**config.mk**
```make
export PLATFORM = sky130hd
export DESIGN_NAME = csm_top
export DESIGN_NICKNAME = d
export VERILOG_FILES = /design/src/verilog/csm_pkg.sv /design/src/verilog/csm_buf2.sv /design/src/verilog/csm_top.sv
export SDC_FILE = /design/constraint.sdc
export NUM_CORES = 1
export LEC_CHECK = 0
export BUFFER_PORTS_ARGS = -buffer_cell sky130_fd_sc_hd__buf_2
export CAP_MARGIN = 20
export CORE_MARGIN = 10
export CORE_UTILIZATION = 45
export CTS_BUF_LIST = sky130_fd_sc_hd__clkbuf_16
export CTS_CLUSTER_DIAMETER = 40
export CTS_CLUSTER_SIZE = 28
export DETAILED_ROUTE_END_ITERATION = 8
export RECOVER_POWER = 100
export SLEW_MARGIN = 0
export SYNTH_ARGS = -nofsm -noshare
export SYNTH_HDL_FRONTEND = slang
export SYNTH_SLANG_ARGS = --single-unit
```
**constraint.sdc**
```tcl
create_clock -name clk -period 4.33 [get_ports clk]
set_input_delay 0 -clock clk [delete_from_list [all_inputs] [get_ports clk]]
set_output_delay 0 -clock clk [all_outputs]
set_load 0.01 [all_outputs]
```
**src/verilog/csm_pkg.sv**
```systemverilog
// Operation
// RULE1: sleep gates clock, all activity frozen
// RULE2: software enters sleep only from reset/halt
// RULE3: writing sleep bit zero wakes, clocking resumes
// RULE4: wakeup returns to remembered reset or halt
// RULE5: software selects test mode only in halt
// RULE6: test mode 01b: listen-only, recessive output
// RULE7: listen-only drives no ack, overload, error flag
// RULE8: software requests no transmission in listen-only
// RULE9: test mode 10b: external loopback, self acknowledge
// RULE10: test mode 11b: internal loopback, self acknowledge
// RULE11: internal loopback ignores external receive pin
// RULE12: internal loopback holds transmit pin recessive
// RULE13: status confirms each completed mode switch
// RULE14: reset request waits for current frame end
// RULE15: test mode 00b: normal bus operation
package csm_pkg;
  localparam logic [7:0] CTRL_OFF = 8'h00;
  localparam logic [7:0] STAT_OFF = 8'h04;
  localparam logic [7:0] TXD_OFF = 8'h08;
  localparam logic [7:0] RXD_OFF = 8'h0c;
  localparam int CTRL_OP_LSB = 0;
  localparam int CTRL_SLEEP_BIT = 2;
  localparam int CTRL_TEST_LSB = 8;
  localparam int STAT_MODE_LSB = 0;
  localparam int STAT_SLEEP_BIT = 2;
  localparam int STAT_DONE_BIT = 3;
  localparam int STAT_BUSY_BIT = 4;
  localparam int STAT_RXV_BIT = 5;
  localparam int STAT_TXFULL_BIT = 6;
  localparam int STAT_SELFACK_BIT = 7;
  localparam int DATA_W = 16;
  localparam int CLK_NS = 10;
  localparam int BIT_NS = 2000;
  localparam int BIT_CYC = BIT_NS / CLK_NS;
  localparam int MAX_FRAME_BITS = 160;
  typedef enum logic [1:0] {
    OP_OPERATE = 2'b00,
    OP_RESET = 2'b01,
    OP_HALT = 2'b10
  } csm_op_e;
  typedef enum logic [1:0] {
    TM_NORMAL = 2'b00,
    TM_LISTEN = 2'b01,
    TM_EXT_LOOP = 2'b10,
    TM_INT_LOOP = 2'b11
  } csm_test_e;
  typedef enum logic [1:0] {
    S_RESET = 2'b00,
    S_HALT = 2'b01,
    S_OPERATE = 2'b10,
    S_SLEEP = 2'b11
  } csm_state_e;
  typedef struct packed {
    csm_test_e test;
    logic sleep;
    csm_op_e op;
  } csm_ctrl_s;
  localparam csm_ctrl_s CTRL_RST = '{test: TM_NORMAL, sleep: 1'b0, op: OP_RESET};
endpackage

```
**src/verilog/csm_buf2.sv**
```systemverilog
`timescale 1ns/1ps
module csm_buf2 #(
  parameter int W = 16
) (
  input wire logic clk,
  input wire logic sys_rst,
  input wire logic in_valid,
  output logic in_ready,
  input wire logic [W-1:0] in_data,
  output logic out_valid,
  input wire logic out_ready,
  output logic [W-1:0] out_data
);
  logic [W-1:0] mem_q [2];
  logic wr_ptr_q;
  logic rd_ptr_q;
  logic [1:0] count_q;
  logic push;
  logic pop;

  assign in_ready = (count_q != 2'h2);
  assign out_valid = (count_q != 2'h0);
  assign out_data = mem_q[rd_ptr_q];
  assign push = in_valid && in_ready;
  assign pop = out_valid && out_ready;

  always_ff @(posedge clk or posedge sys_rst)
  begin
    if (sys_rst)
    begin
      mem_q[0] <= '0;
      mem_q[1] <= '0;
    end
    else if (push)
    begin
      mem_q[wr_ptr_q] <= in_data;
    end
  end

  always_ff @(posedge clk or posedge sys_rst)
  begin
    if (sys_rst)
    begin
      wr_ptr_q <= 1'b0;
      rd_ptr_q <= 1'b0;
      count_q <= 2'h0;
    end
    else
    begin
      if (push)
        wr_ptr_q <= ~wr_ptr_q;
      if (pop)
        rd_ptr_q <= ~rd_ptr_q;
      count_q <= count_q + {1'b0, push} - {1'b0, pop};
    end
  end
endmodule

```
**src/verilog/csm_top.sv**
```systemverilog
`timescale 1ns/1ps
module csm_top (
  input wire logic clk,
  input wire logic sys_rst,
  input wire logic psel,
  input wire logic penable,
  input wire logic pwrite,
  input wire logic [7:0] paddr,
  input wire logic [31:0] pwdata,
  output logic [31:0] prdata,
  output logic pready,
  output logic pslverr,
  input wire logic bus_receive_pin,
  output logic bus_transmit_pin,
  output logic clk_gate_en
);
  csm_pkg::csm_ctrl_s ctrl_q;
  csm_pkg::csm_state_e state_q;
  csm_pkg::csm_state_e prior_q;
  logic pready_q;
  logic pslverr_q;
  logic [31:0] prdata_q;
  logic rx_meta_q;
  logic rx_sync_q;
  logic [7:0] div_q;
  logic bit_tick;
  logic run;
  logic tx_active_q;
  logic [4:0] tx_cnt_q;
  logic [csm_pkg::DATA_W-1:0] tx_shift_q;
  logic tx_bit_q;
  logic rx_active_q;
  logic [4:0] rx_cnt_q;
  logic [csm_pkg::DATA_W-1:0] rx_shift_q;
  logic [csm_pkg::DATA_W-1:0] rx_data_q;
  logic rx_valid_q;
  logic ack_q;
  logic self_ack_q;
  logic own_q;
  logic [7:0] frame_bits_q;
  logic tx_pin_q;
  logic clk_en_q;
  logic frame_busy;
  logic rx_bit;
  logic access;
  logic wr_en;
  logic rd_en;
  logic addr_ok;
  logic txd_wr;
  logic txd_ok;
  logic buf_in_ready;
  logic buf_out_valid;
  logic buf_out_ready;
  logic [csm_pkg::DATA_W-1:0] buf_out_data;
  logic rx_done;
  logic mode_done;
  logic [31:0] rd_mux;
  csm_pkg::csm_test_e tm;

  assign prdata = prdata_q;
  assign pready = pready_q;
  assign pslverr = pslverr_q;
  assign bus_transmit_pin = tx_pin_q;
  assign clk_gate_en = clk_en_q;
  assign tm = ctrl_q.test;

  // only the register interface (answers, sleep bit writes, RXD clearing reads) and the clock gate enable move while asleep
  assign run = (state_q != csm_pkg::S_SLEEP); // RULE1
  assign frame_busy = tx_active_q || rx_active_q;

  // one wait state: every access answers on its second access cycle
  assign access = psel && penable;
  assign wr_en = access && pready_q && pwrite;
  assign rd_en = access && !pready_q && !pwrite;
  assign addr_ok = (paddr == csm_pkg::CTRL_OFF) || (paddr == csm_pkg::STAT_OFF) ||
    (paddr == csm_pkg::TXD_OFF) || (paddr == csm_pkg::RXD_OFF);
  assign txd_ok = (paddr == csm_pkg::TXD_OFF) && buf_in_ready && run;
  assign txd_wr = wr_en && !pslverr_q && (paddr == csm_pkg::TXD_OFF);
  assign mode_done = (state_q == csm_pkg::S_SLEEP) ? ctrl_q.sleep :
    (state_q == csm_pkg::S_OPERATE) ? (ctrl_q.op == csm_pkg::OP_OPERATE) :
    (state_q == csm_pkg::S_HALT) ? (ctrl_q.op == csm_pkg::OP_HALT) :
    (ctrl_q.op == csm_pkg::OP_RESET);

  always_comb
  begin
    rd_mux = 32'h0;
    case (paddr)
      csm_pkg::CTRL_OFF:
      begin
        rd_mux[csm_pkg::CTRL_OP_LSB +: 2] = ctrl_q.op;
        rd_mux[csm_pkg::CTRL_SLEEP_BIT] = ctrl_q.sleep;
        rd_mux[csm_pkg::CTRL_TEST_LSB +: 2] = ctrl_q.test;
      end
      csm_pkg::STAT_OFF:
      begin
        rd_mux[csm_pkg::STAT_MODE_LSB +: 2] = state_q;
        rd_mux[csm_pkg::STAT_SLEEP_BIT] = !run;
        rd_mux[csm_pkg::STAT_DONE_BIT] = mode_done; // RULE13
        rd_mux[csm_pkg::STAT_BUSY_BIT] = frame_busy;
        rd_mux[csm_pkg::STAT_RXV_BIT] = rx_valid_q;
        rd_mux[csm_pkg::STAT_TXFULL_BIT] = !buf_in_ready;
        rd_mux[csm_pkg::STAT_SELFACK_BIT] = self_ack_q;
      end
      csm_pkg::RXD_OFF:
        rd_mux[csm_pkg::DATA_W-1:0] = rx_data_q;
      default:
        rd_mux = 32'h0;
    endcase
  end

  always_ff @(posedge clk or posedge sys_rst)
  begin
    if (sys_rst)
    begin
      pready_q <= 1'b0;
      pslverr_q <= 1'b0;
      prdata_q <= 32'h0;
    end
    else
    begin
      pready_q <= access && !pready_q;
      if (access && !pready_q)
      begin
        pslverr_q <= !addr_ok || (pwrite && (paddr == csm_pkg::TXD_OFF) && !txd_ok);
        prdata_q <= rd_en ? rd_mux : 32'h0;
      end
      else
      begin
        // answer fields stand for the answer cycle only
        pslverr_q <= 1'b0;
        prdata_q <= 32'h0;
      end
    end
  end

  // control register: op select is ignored asleep, test mode only in halt
  always_ff @(posedge clk or posedge sys_rst)
  begin
    if (sys_rst)
      ctrl_q <= csm_pkg::CTRL_RST;
    else if (wr_en && (paddr == csm_pkg::CTRL_OFF))
    begin
      if (run && (pwdata[csm_pkg::CTRL_OP_LSB +: 2] != 2'b11))
        ctrl_q.op <= csm_pkg::csm_op_e'(pwdata[csm_pkg::CTRL_OP_LSB +: 2]);
      if (state_q == csm_pkg::S_HALT)
        ctrl_q.test <= csm_pkg::csm_test_e'(pwdata[csm_pkg::CTRL_TEST_LSB +: 2]); // RULE5
      if (!pwdata[csm_pkg::CTRL_SLEEP_BIT])
        ctrl_q.sleep <= 1'b0; // RULE3
      else if ((state_q == csm_pkg::S_RESET) || (state_q == csm_pkg::S_HALT))
        ctrl_q.sleep <= 1'b1; // RULE2
    end
  end

  // mode machine
  always_ff @(posedge clk or posedge sys_rst)
  begin
    if (sys_rst)
    begin
      state_q <= csm_pkg::S_RESET;
      prior_q <= csm_pkg::S_RESET;
    end
    else
    begin
      case (state_q)
        csm_pkg::S_SLEEP:
          if (!ctrl_q.sleep)
            state_q <= prior_q; // RULE3 RULE4
        csm_pkg::S_OPERATE:
          // leaving mid-frame would corrupt the bus, so the frame runs out first
          if ((ctrl_q.op != csm_pkg::OP_OPERATE) && !frame_busy) // RULE14
            state_q <= (ctrl_q.op == csm_pkg::OP_RESET) ? csm_pkg::S_RESET : csm_pkg::S_HALT;
        default:
          if (ctrl_q.sleep)
          begin
            prior_q <= state_q; // RULE4
            state_q <= csm_pkg::S_SLEEP; // RULE2
          end
          else if (ctrl_q.op == csm_pkg::OP_OPERATE)
            state_q <= csm_pkg::S_OPERATE;
          else if (ctrl_q.op == csm_pkg::OP_HALT)
            state_q <= csm_pkg::S_HALT;
          else
            state_q <= csm_pkg::S_RESET;
      endcase
    end
  end

  always_ff @(posedge clk or posedge sys_rst)
  begin
    if (sys_rst)
      clk_en_q <= 1'b1;
    else
      clk_en_q <= (state_q != csm_pkg::S_SLEEP) || !ctrl_q.sleep; // RULE1
  end

  // receive pin synchroniser, only the second stage is read
  always_ff @(posedge clk or posedge sys_rst)
  begin
    if (sys_rst)
    begin
      rx_meta_q <= 1'b1;
      rx_sync_q <= 1'b1;
    end
    else if (run)
    begin
      rx_meta_q <= bus_receive_pin;
      rx_sync_q <= rx_meta_q;
    end
  end

  // bit rate divider
  always_ff @(posedge clk or posedge sys_rst)
  begin
    if (sys_rst)
      div_q <= 8'h0;
    else if (!run)
      div_q <= div_q; // RULE1
    else if (div_q == 8'(csm_pkg::BIT_CYC - 1))
      div_q <= 8'h0;
    else
      div_q <= div_q + 8'h1;
  end
  assign bit_tick = run && (div_q == 8'(csm_pkg::BIT_CYC - 1));

  // internal loopback takes the engine's own transmit bit
  assign rx_bit = (tm == csm_pkg::TM_INT_LOOP) ? tx_bit_q : rx_sync_q; // RULE10 RULE11

  csm_buf2 #(
    .W(csm_pkg::DATA_W)
  ) u_txbuf (
    .clk(clk),
    .sys_rst(sys_rst),
    .in_valid(txd_wr),
    .in_ready(buf_in_ready),
    .in_data(pwdata[csm_pkg::DATA_W-1:0]),
    .out_valid(buf_out_valid),
    .out_ready(buf_out_ready),
    .out_data(buf_out_data)
  );

  // listen-only never starts a frame; a write there just waits in the buffer
  assign buf_out_ready = bit_tick && (state_q == csm_pkg::S_OPERATE) && !frame_busy &&
    (ctrl_q.op == csm_pkg::OP_OPERATE) && (tm != csm_pkg::TM_LISTEN) && rx_bit; // RULE8

  // transmitter: start bit, then data msb first, then a recessive ack slot
  always_ff @(posedge clk or posedge sys_rst)
  begin
    if (sys_rst)
    begin
      tx_active_q <= 1'b0;
      tx_cnt_q <= 5'h0;
      tx_shift_q <= '0;
      tx_bit_q <= 1'b1;
    end
    else if (state_q != csm_pkg::S_OPERATE)
    begin
      if (run)
      begin
        tx_active_q <= 1'b0;
        tx_bit_q <= 1'b1;
      end
    end
    else if (bit_tick)
    begin
      if (buf_out_valid && buf_out_ready)
      begin
        tx_active_q <= 1'b1;
        tx_cnt_q <= 5'h0;
        tx_shift_q <= buf_out_data;
        tx_bit_q <= 1'b0;
      end
      else if (tx_active_q && (tx_cnt_q < 5'(csm_pkg::DATA_W)))
      begin
        tx_bit_q <= tx_shift_q[csm_pkg::DATA_W-1];
        tx_shift_q <= {tx_shift_q[csm_pkg::DATA_W-2:0], 1'b1};
        tx_cnt_q <= tx_cnt_q + 5'h1;
      end
      else if (tx_active_q && (tx_cnt_q == 5'(csm_pkg::DATA_W)))
      begin
        tx_bit_q <= 1'b1;
        tx_cnt_q <= tx_cnt_q + 5'h1;
      end
      else
        tx_active_q <= 1'b0;
    end
  end

  // receiver samples one bit behind the transmitter
  assign rx_done = bit_tick && rx_active_q && (rx_cnt_q == 5'(csm_pkg::DATA_W - 1));

  always_ff @(posedge clk or posedge sys_rst)
  begin
    if (sys_rst)
    begin
      rx_active_q <= 1'b0;
      rx_cnt_q <= 5'h0;
      rx_shift_q <= '0;
      own_q <= 1'b0;
      frame_bits_q <= 8'h0;
    end
    else if (state_q != csm_pkg::S_OPERATE)
    begin
      if (run)
        rx_active_q <= 1'b0;
    end
    else if (bit_tick)
    begin
      if (!rx_active_q && !rx_bit && !ack_q)
      begin
        rx_active_q <= 1'b1;
        rx_cnt_q <= 5'h0;
        own_q <= tx_active_q;
        frame_bits_q <= 8'h0;
      end
      else if (rx_active_q)
      begin
        rx_shift_q <= {rx_shift_q[csm_pkg::DATA_W-2:0], rx_bit};
        rx_cnt_q <= rx_cnt_q + 5'h1;
        frame_bits_q <= frame_bits_q + 8'h1;
        // a frame can never outlast the longest legal one
        if (rx_done || (frame_bits_q == 8'(csm_pkg::MAX_FRAME_BITS - 1))) // RULE14
          rx_active_q <= 1'b0;
      end
    end
  end

  // received word and its flag; a new frame wins over the clearing read
  always_ff @(posedge clk or posedge sys_rst)
  begin
    if (sys_rst)
    begin
      rx_data_q <= '0;
      rx_valid_q <= 1'b0;
      self_ack_q <= 1'b0;
    end
    else if (rx_done && (!own_q || (tm == csm_pkg::TM_EXT_LOOP) ||
      (tm == csm_pkg::TM_INT_LOOP))) // RULE6 RULE9 RULE10 RULE15
    begin
      rx_data_q <= {rx_shift_q[csm_pkg::DATA_W-2:0], rx_bit};
      rx_valid_q <= 1'b1;
      self_ack_q <= own_q; // RULE9 RULE10
    end
    else if (rd_en && (paddr == csm_pkg::RXD_OFF))
      rx_valid_q <= 1'b0;
  end

  // ack slot: only a normal node acknowledges a frame of another node
  always_ff @(posedge clk or posedge sys_rst)
  begin
    if (sys_rst)
      ack_q <= 1'b0;
    else if (bit_tick)
      ack_q <= rx_done && !own_q && (tm == csm_pkg::TM_NORMAL); // RULE7 RULE15
  end

  // pin driver
  always_ff @(posedge clk or posedge sys_rst)
  begin
    if (sys_rst)
      tx_pin_q <= 1'b1;
    else if (run)
    begin
      case (tm)
        csm_pkg::TM_LISTEN:
          tx_pin_q <= 1'b1; // RULE6 RULE7
        csm_pkg::TM_INT_LOOP:
          tx_pin_q <= 1'b1; // RULE12
        default:
          tx_pin_q <= tx_bit_q && !ack_q; // RULE9 RULE15
      endcase
    end
  end
endmodule

```
==> results of run 1 <==
==> area by class of cell <==
type | count | area [µm²]
Fill cell | 1262 | 6800
Sequential cell | 147 | 3690
Multi-Input combinational cell | 367 | 2790
Timing Repair Buffer | 78 | 485
Clock buffer | 17 | 425
Tap cell | 184 | 230
Clock inverter | 15 | 180
Inverter | 14 | 56.3
==> sequential cells by signal (all words and copies together), names as in the netlist, 2 cells and up <==
name             count
u_txbuf.mem_q       32
prdata              16
rx_data_q           16
tx_shift_q          16
rx_shift_q          15
div_q                8
frame_bits_q         8
rx_cnt_q             5
tx_cnt_q             5
ctrl_q               3
prior_q              2
state_q              2
tm                   2
u_txbuf.count_q      2
==> timing repair <==
item / in CTS / in global routing
endpoints found under the setup margin: 0 / 0
hold buffers: 25 / 0
resized for setup: 0 / 0
hold endpoints to repair: 146 / 0
buffers inserted: 0 / 0
==> worst register-to-register path: stages, from the launching register on <==
cell and delay [ns]:
dfrtp_1 0.40, ha_1 0.25, and3b_1 0.25, nand4b_1 0.60, nor4_1 1.03, mux2_2 0.42
==> where the power goes <==
part / switching, mW / internal [mW] / total [mW] / leakage, nW
logic: 0.124 / 0.0986 / 0.223 / 1.52
registers: 0.0576 / 1.42 / 1.48 / 2.00
clock network: 0.591 / 0.909 / 1.50 / 0.290
==> synth_stat cells (all sizes together) (4+ instances only) <==
cell    count
dfrtp     141
mux2       67
mux2i      54
nand2      32
buf        28
nor2       25
o21ai      20
a21oi      16
nand3      15
inv        14
clkbuf     12
and2        9
nand2b      9
ha          7
a31oi       6
dfstp       6
nor3        6
or2         6
xnor2       6
nand4       5
o31ai       5
or4         5
a22o        4
==> through the flow <==
step	hold WS (ns)	total power, mW
4_1_cts	0.0174	3.24
3_5_place_dp	0.211	1.71
6_report	0.0243	3.20
3_3_place_gp	0.215	1.70
5_1_grt	0.0379	3.34
2_1_floorplan	0.0877	1.66
==> per-layer routing <==
metal  up-vias  part of all wire
met5         -                 0
li1       2096                 -
met2        74              0.48
met1      2245              0.47
met3        14             0.040
met4         0            0.0080
==> logic make-up after synthesis <==
group / Yosys count / synth area share
flops: 147 / 0.543
simple gates: 135 / 0.112
mux: 121 / 0.196
compound gates: 79 / 0.0780
buf+inv: 54 / 0.0452
xor+xnor: 9 / 0.0116
fa+ha+maj: 7 / 0.0129
other cells: 1 / 0.000553
==> final timing paths <==
check	start	to	slack, ns	depth (start not counted)
setup / recovery	div_q[0]	own_q	1.27	5
max in group asynchronous	sys_rst	tx_cnt_q[1]	1.62	4
hold / removal	paddr[3]	prdata[3]	0.02	3
hold reg to reg	rx_meta_q	rx_meta_q	0.45	2
setup reg to reg	div_q[0]	own_q	1.27	5
min in group asynchronous	sys_rst	u_txbuf.mem_q[19]	0.80	3
==> results.toml, run 1 <==
[outcome]
status = "finished with violations"
violations = "max-capacitance violations, max-slew violations"

[finish]
drive_above_1_share = 0.213
fin_nets = 678
final_common_cell = "dfrtp_1"
final_cell_mix = "141 x dfrtp_1, 57 x mux2_2, 54 x mux2i_1, 32 x nand2_1, 28 x buf_2"
final_util = 0.536
n_antenna_cell = 0
final_area_um2 = 7850
syn_to_final_growth_pct = 15.7
fin_cells = 822

[logic_synthesis]
synth_area_leaders = "dfrtp_1 52%, mux2_2 9.5%, mux2i_1 8.0%, dfstp_2 2.3%, mux2_4 2.2%"
yosysTopAreaCellShare = 0.520
syn_area_um2 = 6780
synth.distinct_cells = 67
syn_inst = 553
synthArstFlopShare = 1.00
synth_ff_type = "dfrtp_1"
avgSynthCellArea_um2 = 12.3
ys_seq_area_frac = 0.543
yosysTopAreaCell = "dfrtp_1"
ys_warn_count = 0
ys_seq_elements = 147
synth_edf_count = 0

[sta]
drv_slew = 106
tightestPinTransition_ns = 2.18
period_share = 0.707
setup_violations = 0
fin_crit_ns = 3.06
setup_ws_ns = 1.27
skew_ns = 0.00932
fmax_mhz = 327
final-hold-violation-count = 0
rsz0062_at_grt = "false"
relSlewSlack = -0.459
tns_ns = 0

[global_routing]
gr-usage-met3 = 0.0461
busiest_layer = "met2"
met1_usage = 0.181
grt_max_degree = 106
antenna_found_initial = 0
grt_pass1_vias = 4627
grt_use_total = 0.143
grt-ovfl-total = 0
grt_pass1_wl_um = 23200
use_met2 = 0.228

[job]
drv_cap = 1

[route]
drt_first_iter_violations = 255
via_per_inst = 5.39
wl_per_cell_um = 16.9
drc = 0
antenna_left = 0
vias = 4429
first_pass_iters = 4
totalWireLength_um = 13900

[power]
power_density_nw_per_um2 = 408
p_leak_nw = 3.81
ir_drop_mv = 0.288

[cts]
clk_latency_ns = 0.43
cts_inserted_buffers = 17
cts-htree-levels = 4
clock_sink_count = 147
clock_path_buffers = 2
cts_tree = "done"
cts.clk_slew.worst_paths_ns = 0.06
root_buffer = "clkbuf_16"

[floorplan]
fp-row-count = 44
die_h_um = 143
die-area_um2 = 20400
die_w_um = 143
start_util = 0.463
fp.coreArea_um2 = 14600
io_pins = 82

[placement]
hpwl_um = 9200
post-place-ws_ns = 1.59
place.gp.congestion = 0.799
port_buffers = 49
dp_cells = 765
dpl-instance-area_um2 = 7100

[worst_setup_path]
path_buf_inv = 0
worst_ep_arrival_time_ns = 3.38
path_cells = "ha_1, and3b_1, nand4b_1, nor4_1, mux2_2"
max_stage_delay_ns = 1.02
crit_path_end_kind = "register"
cp_top_family = "simple AND/OR/NAND/NOR gates"
worstPathMaxFanout = 17
path_class = "register to register"
crit_slowest_cell = "nor4_1"
cp.required_ns = 4.65
critical_path.startpoint_type = "register"

[worst_hold_path]
worstHoldPathType = "primary input to register"
(Power assumes the default switching activity.)
==> inputs of run 2 (changes only) <==
- PLACE_DENSITY: unset -> 0.67
- clock period: 4.33 -> 2.6 ns (I/O delays scaled with it)
==> run 2 against run 1 <==
The run now ends clean. Via count grew 2.2%. Sequential power increased by 66%. Clock-buffer cell count did not move. Sequential cell count is the same. Clock skew up 0.0010 ns. Fmax grew 31%. Combinational power rose by 78%. Routed wire length grew 2.1%. Non-clock buffer count rose by 15. Worst setup slack lost 1.0 ns. Critical endpoint unchanged. Largest power group is now sequential cells. Highest routed layer unchanged.
==> results.toml, run 2 (synthesis gave the netlist of run 1 again) <==
[placement]
place.gp.congestion = 0.820
dp_cells = 779
port_buffers = 49
dpl-instance-area_um2 = 7210
hpwl_um = 9350

[floorplan]
die-area_um2 = 20400
fp.coreArea_um2 = 14600
die_w_um = 143
die_h_um = 143
fp-row-count = 44
start_util = 0.463
io_pins = 82

[route]
drt_first_iter_violations = 273
first_pass_iters = 5
totalWireLength_um = 14200
wl_per_cell_um = 16.9
vias = 4528
via_per_inst = 5.41
antenna_left = 0
drc = 0

[worst_setup_path]
crit_path_end_kind = "register"
reg2regPathDepth = 6
path_cells = "ha_1, and3b_1, nand4b_1, nor4_1, clkbuf_1, mux2_2"
path_class = "register to register"
worstPathMaxFanout = 6
crit_cells = 6
max_stage_delay_ns = 0.41
worst_ep_arrival_time_ns = 2.63
r2r_setup_slack_ns = 0.27
cp.required_ns = 2.90
crit_slowest_cell = "dfrtp_1"
critical_path.startpoint_type = "register"
cp_top_family = "simple AND/OR/NAND/NOR gates"
path_buf_inv = 1

[cts]
cts_inserted_buffers = 17
clock_sink_count = 147
cts_tree = "done"
clk_latency_ns = 0.43
cts.clk_slew.worst_paths_ns = 0.06
clock_path_buffers = 2
cts-htree-levels = 4
cts_setup_buffers = 0
root_buffer = "clkbuf_16"

[power]
swShare = 0.258
p_sw_mw = 1.30
power_density_nw_per_um2 = 641
ir_drop_mv = 0.453
combPwrFrac = 0.079
p_leak_nw = 3.83
cell_internal_pwr_mw = 3.76
p_clk_frac = 0.437
seqPwrFrac = 0.485
finalPower_mw = 5.06

[sta]
period_share = 0.896
skew_ns = 0.0103
setup_violations = 0
fmax_mhz = 429
relSlewSlack = 0.424
rsz0062_at_grt = "false"
tightestPinTransition_ns = 0.856
fin_crit_ns = 2.33
final-hold-violation-count = 0
tns_ns = 0
drv_slew = 0
holdWs_ns = 0.103

[finish]
fin_nets = 693
final_cell_mix = "141 x dfrtp_1, 57 x mux2_2, 54 x mux2i_1, 32 x nand2_1, 28 x buf_2"
final_area_um2 = 7890
final_common_cell = "dfrtp_1"
fin_cells = 837
syn_to_final_growth_pct = 16.4
largest_register = "u_txbuf.mem_q"
drive_above_1_share = 0.227
fill_cells = 1259
n_antenna_cell = 0
largest_reg_flops = 32

[worst_hold_path]
min_path_cells = 5
worstHoldPathType = "primary input to register"

[outcome]
status = "complete, no violations"

[global_routing]
grt_pass1_wl_um = 23800
grt_max_degree = 148
antenna_found_initial = 0
grt_pass1_vias = 4736
grt-ovfl-total = 0
grt_use_total = 0.145

[job]
drv_cap = 0
-- run 2: changes by cell type in the layout (fill, tap and decap cells not counted), sizes merged --
cell,before,now
dlygate4sd3,25,26
clkinvlp,4,7
buf,28,36
inv,16,18
bufinv,3,0
clkinv,6,4
clkbuf,42,48
-- run 2: stage by stage --
step | util | setup WS (ns)
2_1_floorplan | - | 0.581
3_3_place_gp | 0.492 | 0.481
3_5_place_dp | 0.492 | 0.403
4_1_cts | 0.547 | 0.386
5_1_grt | 0.539 | 0.127
6_report | 0.539 | 0.270
-- run 2: final timing paths --
| kind | startpoint | endpoint |
|---|---|---|
| min | paddr[6] | u_txbuf.wr_ptr_q |
| max in group asynchronous | sys_rst | u_txbuf.mem_q[28] |
| max | div_q[0] | own_q |
| max reg2reg | div_q[0] | own_q |
| min reg2reg | rx_meta_q | rx_meta_q |
| min in group asynchronous | sys_rst | u_txbuf.mem_q[14] |
-- run 2: cell type report --
type | instances | area [µm²] | share of cell area
Sequential cell | 147 | 3690 | 0.467
Clock buffer | 17 | 425 | 0.0539
Multi-Input combinational cell | 367 | 2790 | 0.354
Clock inverter | 15 | 108 | 0.0136
Inverter | 14 | 56.3 | 0.00713
Tap cell | 184 | 230 | 0.0292
Timing Repair Buffer | 93 | 597 | 0.0756
-- run 2: power groups by stage --
stage	combinational [mW]	sequential (mW)	clock [mW]
5_1_grt	0.458	2.46	2.35
3_5_place_dp	0.375	2.49	0
6_report	0.397	2.45	2.21
4_1_cts	0.407	2.45	2.26
3_3_place_gp	0.361	2.49	0
2_1_floorplan	0.296	2.46	0
-- run 2: tightest hold or removal path: stages --
cell     delay, ns
buf_2         0.07
nor2_1        0.09
nand3_2       0.11
nor2_1        0.09
xnor2_1       0.13
-- run 2: layer usage --
layer  vias to the layer above  global-route usage  routed length, µm
met2                       108               0.235               6910
met4                         0              0.0592                277
met1                      2261               0.183               6320
li1                       2135                   -                  -
met5                         -                   0                  0
met3                        24              0.0365                665
-- run 2: repair_timing --
action,CTS,global route
gates resized for setup,0,0
hold endpoints to repair,184,0
hold buffers,26,0
==> inputs of run 3 (changes only) <==
- CORE_UTILIZATION: 45 -> 46
- PLACE_DENSITY: 0.67 -> 0.68
==> run 3 against run 2 <==
The run now ends with max-capacitance violations, max-slew violations left. Clock power is essentially flat. Sequential power barely moved. Design area is 0.41% lower. Non-clock buffer count shrank 2. Critical path type is now primary input to register. Via count decreased by 2.0%. Global-route usage is essentially flat. Largest cell class unchanged. Largest power group unchanged. Sequential share of layout area grew 0.19 points. Hold slack got worse by 0.079 ns.
==> results.toml, run 3 (synthesis gave the netlist of run 1 again) <==
[outcome]
status = "finished with violations"
violations = "max-capacitance violations, max-slew violations"

[finish]
fin_nets = 691
final_common_cell = "dfrtp_1"
largest_register = "u_txbuf.mem_q"
drive_above_1_share = 0.218
n_antenna_cell = 0
final_cell_mix = "141 x dfrtp_1, 57 x mux2_2, 54 x mux2i_1, 32 x nand2_1, 29 x buf_2"
largest_reg_flops = 32
fill_cells = 1244
syn_to_final_growth_pct = 15.9
fin_cells = 834

[cts]
clock_path_buffers = 2
cts_tree = "done"
cts-htree-levels = 4
cts_inserted_buffers = 17
cts.clk_slew.worst_paths_ns = 0.06
clk_latency_ns = 0.42
root_buffer = "clkbuf_16"
clock_sink_count = 147

[worst_hold_path]
worstHoldPathType = "primary input to register"

[route]
drc = 0
antenna_left = 0
totalWireLength_um = 13700
first_pass_iters = 4
vias = 4438
drt_first_iter_violations = 311
wl_per_cell_um = 16.4
via_per_inst = 5.32

[worst_setup_path]
worstPathMaxFanout = 5
critical_path.startpoint_type = "primary input"
worst_ep_arrival_time_ns = 2.61
crit_path_end_kind = "register"
cp.required_ns = 2.90
path_class = "primary input to register"

[sta]
skew_ns = 0.00820
fin_crit_ns = 2.31
holdWs_ns = 0.0242
final-hold-violation-count = 0
rsz0062_at_grt = "false"
fmax_mhz = 433
setup_violations = 0
period_share = 0.888
tns_ns = 0
drv_slew = 122
relSlewSlack = -0.0672
tightestPinTransition_ns = 1.60

[global_routing]
grt_use_total = 0.146
grt_max_degree = 122
grt_pass1_wl_um = 23800
grt_pass1_vias = 4688
antenna_found_initial = 0
grt-ovfl-total = 0

[floorplan]
die_w_um = 141
start_util = 0.468
die_h_um = 141
fp-row-count = 44
io_pins = 82
fp.coreArea_um2 = 14500
die-area_um2 = 20000

[power]
ir_drop_mv = 0.398
power_density_nw_per_um2 = 645
p_leak_nw = 3.82

[placement]
place.gp.congestion = 0.787
dp_cells = 778
port_buffers = 49
hpwl_um = 9380

[job]
drv_cap = 1
[run 3: cell count changes in the layout (fill, tap and decap cells not counted), sizes merged]
cell         previous run  this run
buf                    36        35
inv                    18        15
clkinvlp                7         5
clkinv                  4         7
bufinv                  0         1
dlygate4sd3            26        25
[run 3: per-stage QoR]
stage	power, mW	util	worst slack, ns	instance area, µm²
finish	5.07	0.543	0.291	7860
floorplan	2.76	-	0.581	6840
CTS	5.14	0.552	0.372	8000
global placement	2.84	0.498	0.499	7200
global route	5.30	0.543	0.157	7860
detailed placement	2.86	0.498	0.460	7200
[run 3: routing by layer]
layer	wire length (µm)	global-route usage
met3	648	0.0384
met1	5990	0.183
met4	281	0.0565
met2	6800	0.235
met5	0	0
[run 3: path summary, 6_finish.rpt]
kind | startpoint | to | slack, ns | cells past startpoint
min in group asynchronous | sys_rst | u_txbuf.mem_q[11] | 0.62 | 4
worst min-delay path | paddr[3] | prdata[3] | 0.02 | 3
worst min register to register | rx_meta_q | rx_meta_q | 0.46 | 2
max in group asynchronous | sys_rst | rx_cnt_q[3] | 0.85 | 4
worst max-delay path | paddr[4] | pslverr | 0.29 | 6
worst max register to register | rx_cnt_q[0] | rx_data_q[5] | 0.37 | 7
[run 3: worst max-delay path, stage by stage]
cell	delay [ns]
dlygate4sd3_1	0.53
buf_2	0.12
nor4_1	0.66
dlygate4sd3_1	0.65
a31oi_1	0.07
dlygate4sd3_1	0.58
[run 3: layout make-up]
type / instances / area [µm²] / area share
Clock inverter: 14 / 115 / 0.0146
Multi-Input combinational cell: 367 / 2790 / 0.354
Clock buffer: 17 / 425 / 0.0541
Tap cell: 184 / 230 / 0.0293
Sequential cell: 147 / 3690 / 0.469
Inverter: 14 / 53.8 / 0.00684
Timing Repair Buffer: 91 / 566 / 0.0719
[run 3: report_power, final]
part	internal [mW]	total, mW	switching [mW]	leakage [nW]
clock	1.30	2.24	0.936	0.252
combinational	0.168	0.380	0.212	1.57
sequential	2.36	2.46	0.0931	2.00
[run 3: timing repair]
action | CTS | global route
setup buffers | 0 | 0
hold buffers | 25 | 0
hold endpoints to repair | 183 | 0
gates resized for setup | 0 | 0
